### src/verilog/data_move_cfg.svh
// constants for the data-move instruction unit
`ifndef DATA_MOVE_CFG_SVH
`define DATA_MOVE_CFG_SVH
`define DM_OPC_MASK_LIT      14'h3F00
`define DM_OPC_LIT_ACC       14'h3000
`define DM_OPC_MASK_BSR      14'h3FE0
`define DM_OPC_BSR           14'h0020
`define DM_OPC_MASK_PAGE     14'h3F80
`define DM_OPC_PAGE          14'h3180
`define DM_OPC_MASK_ACCF     14'h3F80
`define DM_OPC_ACCF          14'h0080
`define DM_OPC_MASK_IND      14'h3FF8
`define DM_OPC_IND           14'h0010
`define DM_OPC_MASK_REL      14'h3F80
`define DM_OPC_REL           14'h3F00
`define DM_IND_SEL_BIT       2
`define DM_REL_SEL_BIT       6
`define DM_PTR_RESET         16'h0000
`define DM_ACC_RESET         8'h00
`define DM_BSR_RESET         5'h00
`define DM_PAGE_RESET        7'h00
`define DM_PTR_ONE           16'h0001
`define DM_MODE_PRE_INC      2'h0
`define DM_MODE_PRE_DEC      2'h1
`define DM_MODE_POST_INC     2'h2
`define DM_MODE_POST_DEC     2'h3
`define DM_LIT_ACC_DONT_CARE 14'h0000
`define DM_MODE_MSB          1
`define DM_MODE_LSB          0
`define DM_LIT_LSB           0
`define DM_LIT5_MSB          4
`define DM_LIT7_MSB          6
`define DM_LIT8_MSB          7
`define DM_FADDR_MSB         6
`define DM_OFS_MSB           5
`define DM_OFS_EXT           10
`define DM_FADDR_PAD         9'h000
`define DM_ZERO_BYTE         8'h00
`define DM_FLAG_RESET        1'h0
`endif

### src/verilog/data_move_pkg.sv
// types for the data-move instruction unit
package data_move_pkg;
    // data memory access request toward the register file
    typedef struct packed {
        logic        rd;
        logic        wr;
        logic [15:0] addr;
        logic [7:0]  wdata;
        logic        ind;
    } mem_req_type;

    typedef enum logic [2:0] {
        OP_NONE,
        OP_IND,
        OP_REL,
        OP_BSR,
        OP_PAGE,
        OP_LIT,
        OP_ACCF
    } op_type;

    // all state of the unit
    typedef struct packed {
        logic [15:0] ptr0;
        logic [15:0] ptr1;
        logic [7:0]  acc;
        logic [4:0]  bank_select_register;
        logic [6:0]  page;
        logic        zero;
        logic        zero_we;
    } state_type;
endpackage

### src/verilog/data_move_instruction_unit.sv
// decode and execute for the data-move instruction group
`timescale 1ns/1ps
`include "data_move_cfg.svh"

module data_move_instruction_unit (
    input  wire logic                       i_mclk,
    input  wire logic                       i_reset_n,
    input  wire logic                       i_valid,
    input  wire logic [13:0]                i_instr,
    input  wire logic [7:0]                 i_rdata,
    output data_move_pkg::mem_req_type      o_mem,
    output logic [15:0]                     o_ptr0,
    output logic [15:0]                     o_ptr1,
    output logic [7:0]                      o_acc,
    output logic [4:0]                      o_bank_select,
    output logic [6:0]                      o_pc_high_latch,
    output logic                            o_zero,
    output logic                            o_zero_we
);
    data_move_pkg::state_type s_q;
    data_move_pkg::state_type s_d;
    data_move_pkg::op_type    op;
    data_move_pkg::mem_req_type mem;
    logic        hit_ind;   // mode form of the indirect move
    logic        hit_rel;   // offset form of the indirect move
    logic        hit_bsr;
    logic        hit_page;
    logic        hit_lit;
    logic        hit_accf;
    logic        sel;       // pointer named by the instruction
    logic [1:0]  mode;      // pre/post and increment/decrement
    logic [4:0]  lit5;      // bank select literal
    logic [6:0]  lit7;      // page latch literal
    logic [7:0]  lit8;      // accumulator literal
    logic [6:0]  faddr;     // file register address
    logic [15:0] ptr;       // value of the named pointer
    logic [15:0] ptr_inc;
    logic [15:0] ptr_dec;
    logic [15:0] ptr_new;   // pointer value after the move
    logic [15:0] offset;    // sign-extended relative offset
    logic        ptr0_we;
    logic        ptr1_we;

    // raw opcode matches; the six groups never overlap
    always_comb begin
        hit_rel  = (i_instr & `DM_OPC_MASK_REL) == `DM_OPC_REL;
        hit_lit  = (i_instr & `DM_OPC_MASK_LIT)
                   == (`DM_OPC_LIT_ACC | `DM_LIT_ACC_DONT_CARE);
        hit_page = (i_instr & `DM_OPC_MASK_PAGE) == `DM_OPC_PAGE;
        hit_bsr  = (i_instr & `DM_OPC_MASK_BSR) == `DM_OPC_BSR;
        hit_accf = (i_instr & `DM_OPC_MASK_ACCF) == `DM_OPC_ACCF;
        hit_ind  = (i_instr & `DM_OPC_MASK_IND) == `DM_OPC_IND;
    end

    // opcode decode; a word in no group is refused and does nothing
    always_comb begin
        op = data_move_pkg::OP_NONE;
        if (!i_valid) begin
            op = data_move_pkg::OP_NONE;
        end else if (hit_rel) begin
            op = data_move_pkg::OP_REL;
        end else if (hit_lit) begin
            op = data_move_pkg::OP_LIT;
        end else if (hit_page) begin
            op = data_move_pkg::OP_PAGE;
        end else if (hit_bsr) begin
            op = data_move_pkg::OP_BSR;
        end else if (hit_accf) begin
            op = data_move_pkg::OP_ACCF;
        end else if (hit_ind) begin
            op = data_move_pkg::OP_IND;
        end
    end

    // operand fields of the instruction word
    always_comb begin
        mode   = i_instr[`DM_MODE_MSB:`DM_MODE_LSB];
        lit5   = i_instr[`DM_LIT5_MSB:`DM_LIT_LSB];
        lit7   = i_instr[`DM_LIT7_MSB:`DM_LIT_LSB];
        lit8   = i_instr[`DM_LIT8_MSB:`DM_LIT_LSB];
        faddr  = i_instr[`DM_FADDR_MSB:`DM_LIT_LSB];
        offset = {{`DM_OFS_EXT{i_instr[`DM_OFS_MSB]}},
                  i_instr[`DM_OFS_MSB:`DM_LIT_LSB]};
    end

    // pointer select and arithmetic, 16-bit wrap
    always_comb begin
        sel = (op == data_move_pkg::OP_REL) ? i_instr[`DM_REL_SEL_BIT]
                                            : i_instr[`DM_IND_SEL_BIT];
        ptr     = sel ? s_q.ptr1 : s_q.ptr0;
        ptr_inc = ptr + `DM_PTR_ONE;
        ptr_dec = ptr - `DM_PTR_ONE;
    end

    // only the mode form moves a pointer; the offset form keeps both
    always_comb begin
        ptr0_we = (op == data_move_pkg::OP_IND) && !sel;
        ptr1_we = (op == data_move_pkg::OP_IND) && sel;
    end

    // memory request; the window itself has no storage behind it
    always_comb begin
        mem       = '0;
        ptr_new   = ptr;
        case (op)
            // mode form: address and new pointer from the two-bit field
            data_move_pkg::OP_IND: begin
                mem.rd  = 1'h1;
                mem.ind = 1'h1;
                case (mode)
                    // step first, then read at the stepped address
                    `DM_MODE_PRE_INC: begin
                        mem.addr = ptr_inc;
                        ptr_new  = ptr_inc;
                    end
                    `DM_MODE_PRE_DEC: begin
                        mem.addr = ptr_dec;
                        ptr_new  = ptr_dec;
                    end
                    // read at the old address, then step
                    `DM_MODE_POST_INC: begin
                        mem.addr = ptr;
                        ptr_new  = ptr_inc;
                    end
                    default: begin
                        mem.addr = ptr;
                        ptr_new  = ptr_dec;
                    end
                endcase
            end
            // offset form: read only, pointer not written back
            data_move_pkg::OP_REL: begin
                mem.rd   = 1'h1;
                mem.ind  = 1'h1;
                mem.addr = ptr + offset;
            end
            // plain file write of the accumulator, bank not appended
            data_move_pkg::OP_ACCF: begin
                mem.wr    = 1'h1;
                mem.addr  = {`DM_FADDR_PAD, faddr};
                mem.wdata = s_q.acc;
            end
            default: begin
                mem = '0;
            end
        endcase
    end

    // next state, every instruction finishes in the cycle it is presented
    always_comb begin
        s_d         = s_q;
        s_d.zero_we = 1'h0;
        case (op)
            // both indirect forms load the accumulator and the zero flag
            data_move_pkg::OP_IND, data_move_pkg::OP_REL: begin
                s_d.acc     = i_rdata;
                s_d.zero    = (i_rdata == `DM_ZERO_BYTE);
                s_d.zero_we = 1'h1;
            end
            // literal loads touch no flag
            data_move_pkg::OP_BSR: begin
                s_d.bank_select_register = lit5;
            end
            data_move_pkg::OP_PAGE: begin
                s_d.page = lit7;
            end
            data_move_pkg::OP_LIT: begin
                s_d.acc = lit8;
            end
            // file write and refused words leave the state alone
            default: begin
                s_d.zero_we = 1'h0;
            end
        endcase
        // pointer write-back after the move, 16-bit wrap
        if (ptr0_we) begin
            s_d.ptr0 = ptr_new;
        end
        if (ptr1_we) begin
            s_d.ptr1 = ptr_new;
        end
    end

    // state register
    always_ff @(posedge i_mclk) begin
        if (!i_reset_n) begin
            s_q.ptr0    <= `DM_PTR_RESET;
            s_q.ptr1    <= `DM_PTR_RESET;
            s_q.acc     <= `DM_ACC_RESET;
            s_q.bank_select_register     <= `DM_BSR_RESET;
            s_q.page    <= `DM_PAGE_RESET;
            s_q.zero    <= `DM_FLAG_RESET;
            s_q.zero_we <= `DM_FLAG_RESET;
        end else begin
            s_q <= s_d;
        end
    end

    // memory request straight from the decode, same cycle
    assign o_mem           = mem;

    // pointers and accumulator, one cycle after the instruction
    assign o_ptr0          = s_q.ptr0;
    assign o_ptr1          = s_q.ptr1;
    assign o_acc           = s_q.acc;

    // bank and page latches
    assign o_bank_select   = s_q.bank_select_register;
    assign o_pc_high_latch = s_q.page;

    // zero flag and its one-cycle write strobe
    assign o_zero          = s_q.zero;
    assign o_zero_we       = s_q.zero_we;
endmodule

### config.mk
export PLATFORM = sky130hd
export DESIGN_NAME = data_move_instruction_unit
export DESIGN_NICKNAME = d
export VERILOG_FILES = /design/src/verilog/data_move_pkg.sv /design/src/verilog/data_move_instruction_unit.sv
export VERILOG_INCLUDE_DIRS = /design/src /design/src/verilog
export SDC_FILE = /design/constraint.sdc
export NUM_CORES = 1
export LEC_CHECK = 0
export BUFFER_PORTS_ARGS = -buffer_cell sky130_fd_sc_hd__buf_2
export CORE_MARGIN = 1
export CORE_UTILIZATION = 40
export CTS_CLUSTER_DIAMETER = 200
export DETAILED_ROUTE_END_ITERATION = 10
export GPL_TIMING_DRIVEN = 0
export PLACE_DENSITY_LB_ADDON = 0.12
export SYNTH_ARGS = -nofsm -noshare
export SYNTH_HDL_FRONTEND = slang
export SYNTH_SLANG_ARGS = --single-unit
### constraint.sdc
create_clock -name i_mclk -period 9.85 [get_ports i_mclk]
set_clock_uncertainty 0.15 [all_clocks]
set_input_delay 0.4925 -clock i_mclk [delete_from_list [all_inputs] [get_ports i_mclk]]
set_output_delay 0.4925 -clock i_mclk [all_outputs]
set_load 0.01 [all_outputs]
## Word-level counts from Yosys, hierarchy flattened

Cells that the tools add are included.

- $add $sub $neg: 3
- Equal/unequal tests: 14
- Multiplexer cells: 17
- Reductions and logical operators: 8

Operators with widths:

| kind | number |
|---|---|
| two-way mux 16 bit | 3 |
| case mux 16 bit (3 select lines) | 1 |
| case mux 16 bit (2 select lines) | 1 |
| two-way mux 3 bit | 6 |
| adder 16 x 1 -> 16 bit, second input constant | 1 |
| adder 16 bit | 1 |
| case mux 8 bit (2 select lines) | 1 |
| subtractor 16 x 1 -> 16 bit, second input constant | 1 |
| == test 7 bit, second input constant | 2 |
| == test 11 x 2 -> 1 bit, second input constant | 1 |
| == test 3 bit, second input constant | 3 |
| == test 9 x 1 -> 1 bit, second input constant | 1 |
| zero test 8 bit | 1 |
| two-way mux 8 bit | 1 |
| == test 7 x 1 -> 1 bit, second input constant | 1 |
| == test 3 x 2 -> 1 bit, second input constant | 2 |
| == test 6 bit, second input constant | 1 |
| two-way mux 1 bit | 4 |
| OR reduction 2 bit | 2 |
| == test 3 x 1 -> 1 bit, second input constant | 1 |
| == test 2 x 1 -> 1 bit, second input constant | 1 |
| == test 2 bit, second input constant | 1 |
| logical AND 1 bit | 2 |
| zero test 2 bit | 1 |
| 2 further kinds | 2 |

- Register bits: 54
- Input port bits: 25
- Output and inout port bits: 81
- Word-level logic and storage cells: 49

## Depth between registers and ports, before layout

- Depth in word-level cells: 14
- Depth in mapped cells: 18

## Least setup slack after synthesis

No wires, ideal clock.

- Path type: input port to output port
- Start: in i_instr[13]
- End: out o_mem[22] (netlist bit)
- Data arrival time: 4.284 ns
- Data required time: 9.207 ns
- Setup slack: 4.923 ns
- Stages: 17
- Buffers on the path: 3
- Cell sequence: and4_1 > buf_2 > and4_4 > buf_6 > nor2_1 > buf_2 > mux2i_1 > inv_1 > ha_1 > a21o_1 > a21o_1 > a2111oi_0 > o21ai_0 > o31ai_1 > nor2b_1 > xor2_1 > o22ai_1

RTL lines:

| what | line | RTL |
|---|---|---|
| from (decl) | data_move_instruction_unit.sv:9 | `input wire logic [13:0] i_instr,` |
| to (decl) | data_move_instruction_unit.sv:11 | `output data_move_pkg::mem_req_type o_mem,` |

==> results_dict.tcl <==
set metrics [dict create \
    rsz0062_at_grt "false" \
    syn2layout_area_growth_pct 18.8 \
    grt_use_total_pct 28.1 \
    pwr-share-clk_pct 38.9 \
    rr_endpoint "o_ptr0[14]$_SDFFE_PN0P_" \
    netlist_instances 583 \
    synth_ff_type "dfxtp_1" \
    cts_buffers 5 \
    synthTopCellsByCount "66 x nor2_1, 55 x nand2_1, 54 x dfxtp_1, 44 x a21oi_1, 29 x o21ai_0" \
    yosys.area.top_type_share_pct 24.2 \
    vias_per_cell 5.89 \
    final_max_slew_viol_count 0 \
    multi_input_area_sq_mm 0.00316 \
    worstPathRequired_ns 9.21 \
    cts_root_buf "clkbuf_8" \
    grt_pass1_wl_um 24700 \
    drtIter0Drc 329 \
    clkTransAtPathRegs_ns 0.10 \
    path_cells "buf_2, clkbuf_1, inv_1, a31oi_2, nor2_1, buf_2, mux2i_1, inv_1, ha_1, a21o_1, a21o_1, a2111oi_0, o21ai_0, o31ai_1, nor2b_1, xor2_1, o22ai_1, buf_2" \
    nFillCells 1103 \
    dieArea_sq_mm 0.0116 \
    crit_slowest_cell "a2111oi_0" \
    setup_violations 0 \
    p_seq_share_pct 45.8 \
    min_period_over_period_pct 63.2 \
    placed_area_sq_mm 0.00516 \
    antenna_cells 0 \
    rrSetupSlack_ns 6.74 \
    p_leak_nw 2.32 \
    postCtsHoldBufs 0 \
    reg2reg_depth 8 \
    post_cts_buffers 0 \
    fin_setup_tns_ns 0 \
    syn_area_sq_mm 0.00446 \
    core-area_sq_mm 0.0108 \
    avgSynthCellArea_sq_um 7.66 \
    hold_class "in2reg" \
    grt_max_degree 17 \
    grt-ovfl-total 0 \
    synth_edf_count 0 \
    crit-reg2reg-launch "o_ptr0[0]$_SDFFE_PN0P_" \
    yosysUniqueCellTypes 71 \
    status "completed" \
    cts_tree "built" \
    ys_seq_elements 54 \
    place.gp.congestion 0.913 \
    grt_pass1_vias 4474 \
    ir_drop_v 0.0000811 \
    die_h_um 108 \
    grt_antenna_before_repair 0 \
    wl_um 15600 \
    crit_path_end_kind "output port" \
    cts_sinks 54 \
    p_int_mw 0.354 \
    drive_gt1_share_pct 20.9 \
    synth_fp_nets 626 \
    path_common_cell "buf_2" \
    pwr_density_cell_mw_per_mm2 90.9 \
    hold_violations 0 \
    start_util_pct 41.2 \
    num_vias 4915 \
    synth_seq_area_share_pct 24.2 \
    nets 737 \
    hold_path_depth 3 \
    crit_arrival_ns 5.58 \
    clk_path_buf_depth 2 \
    maxCapViolCount 0 \
    synth_area_leaders "dfxtp_1 24%, nor2_1 5.6%, xnor2_1 5.1%" \
    timing.setup.critical_path_class "in2out" \
    insertion_delay_ns 0.34 \
    startpoint_type "input pin" \
    cts-resized-gates 0 \
    crit_fanout 10 \
    firstDrtPassIters 5 \
    async_flop_share_pct 0 \
    antenna_left 0 \
    power.net_switching_mw 0.128 \
    yosysTopAreaCell "dfxtp_1" \
    hp-start "i_rdata[4]" \
    fmax_mhz 161 \
    io_pins 106 \
    yosysMostFrequentCell "nor2_1" \
    h-tree-depth 2 \
    rows 38 \
    stdcell_area_sq_mm 0.00530 \
    min_delay_worst_endpoint "o_acc[4]$_SDFFE_PN0P_" \
    min_period_ns 6.23 \
    wl_per_cell_um 18.7 \
    slowest_delay_ns 0.76 \
    portBuffers 104 \
    fp.dieW_um 108 \
    swShare_pct 26.6 \
    worst_slew_pin_slew_ns 1.18 \
    ys_warn_count 0 \
    combPwrFrac_pct 15.3 \
    max-slew-margin-rel_pct 20.8 \
    seq_area_sq_mm 0.00108 \
    detailed_place_hpwl_um 12100 \
    drc 0 \
]
power by group through the flow:
stage	Combinational (mW)	Sequential [mW]	Clock, mW
after floorplan	0.0458	0.226	0
after global placement	0.0720	0.225	0
after detailed placement	0.0728	0.225	0
after CTS	0.0732	0.220	0.193
after global routing	0.0805	0.221	0.200
final	0.0738	0.220	0.187
sequential cells by signal, summed over array words and instances (netlist names):
name             cells
o_acc                8
o_bank_select        5
o_pc_high_latch      7
o_ptr0              16
o_ptr1              16
o_zero               1
o_zero_we            1
worst max path at each step:
stage / from / to / slack, ns / depth (start not counted)
after floorplan: i_instr[13] / o_mem[22] / 4.92 / 17
after global placement: i_instr[13] / o_mem[22] / 3.70 / 19
after detailed placement: i_instr[13] / o_mem[22] / 3.68 / 19
after CTS: i_instr[13] / o_mem[22] / 3.66 / 19
after global routing: i_instr[2] / o_mem[22] / 3.21 / 18
final: i_instr[2] / o_mem[22] / 3.62 / 18
metrics by stage:
stage          utilization (%)  setup slack, ns  hold WS (ns)  power [mW]  cells
5_1_grt                   48.9             3.21         0.261       0.501    835
4_1_cts                   48.9             3.66         0.256       0.487    835
6_report                  48.9             3.62         0.272       0.482    835
3_3_place_gp              47.6             3.70         0.293       0.297    827
3_5_place_dp              47.6             3.68         0.301       0.298    827
2_1_floorplan                -             4.92         0.326       0.272    583
logic make-up after synthesis:
kind of cell / Yosys count / synth area share (%)
AO/OA/AOI/OAI: 160 / 24.0
buffers and inverters: 52 / 5.02
XOR/XNOR: 44 / 8.63
flip-flops: 54 / 24.2
AND/OR/NAND/NOR: 227 / 25.8
multiplexers: 28 / 7.09
adder cells (fa/ha/maj): 18 / 5.21
critical path, delay by kind of cell:
family	cells	cell delay (ns)
and+or+nand+nor	2	0.54
adders and majority gates	1	0.30
muxes	1	0.26
buffers and inverters	6	1.38
xor gates and xnor gates	1	0.17
AOI/OAI and AO/OA	7	2.41
layout make-up:
cell class	count	area share, %
Buffer	32	2.81
Inverter	20	1.42
Multi-Input combinational cell	477	59.6
Tap cell	140	3.30
Clock buffer	6	1.56
Sequential cell	54	20.4
Clock inverter	2	1.13
Timing Repair Buffer	104	9.82
placed cells by master, fill, tap and decap left out, types with 6 or more instances in the layout:
cell type,Yosys,layout
and3_1,12,12
nor3_1,13,13
clkbuf_1,23,23
o22ai_1,14,14
o21ai_0,29,29
mux2_2,9,9
xnor2_1,26,26
a211oi_1,8,8
clkbuf_8,0,6
mux2i_1,17,17
a22oi_1,6,6
dfxtp_1,54,54
ha_1,17,17
nand3_1,12,12
xor2_1,18,18
nand2_1,55,55
a311oi_1,11,11
a21oi_1,44,44
and2_1,12,12
o21ai_1,7,7
or3_1,12,12
inv_1,18,18
a21o_1,7,7
buf_2,5,109
nor2_1,66,66
nor4_1,8,8
routing by layer:
layer	global-route usage, %	up-vias	wire (um)
met5	0	-	0
met4	10.6	0	413
met3	4.30	27	1010
met2	44.9	207	7080
met1	37.8	2317	7120
li1	-	2364	-
Note: power is estimated with default switching activity, not from simulation.
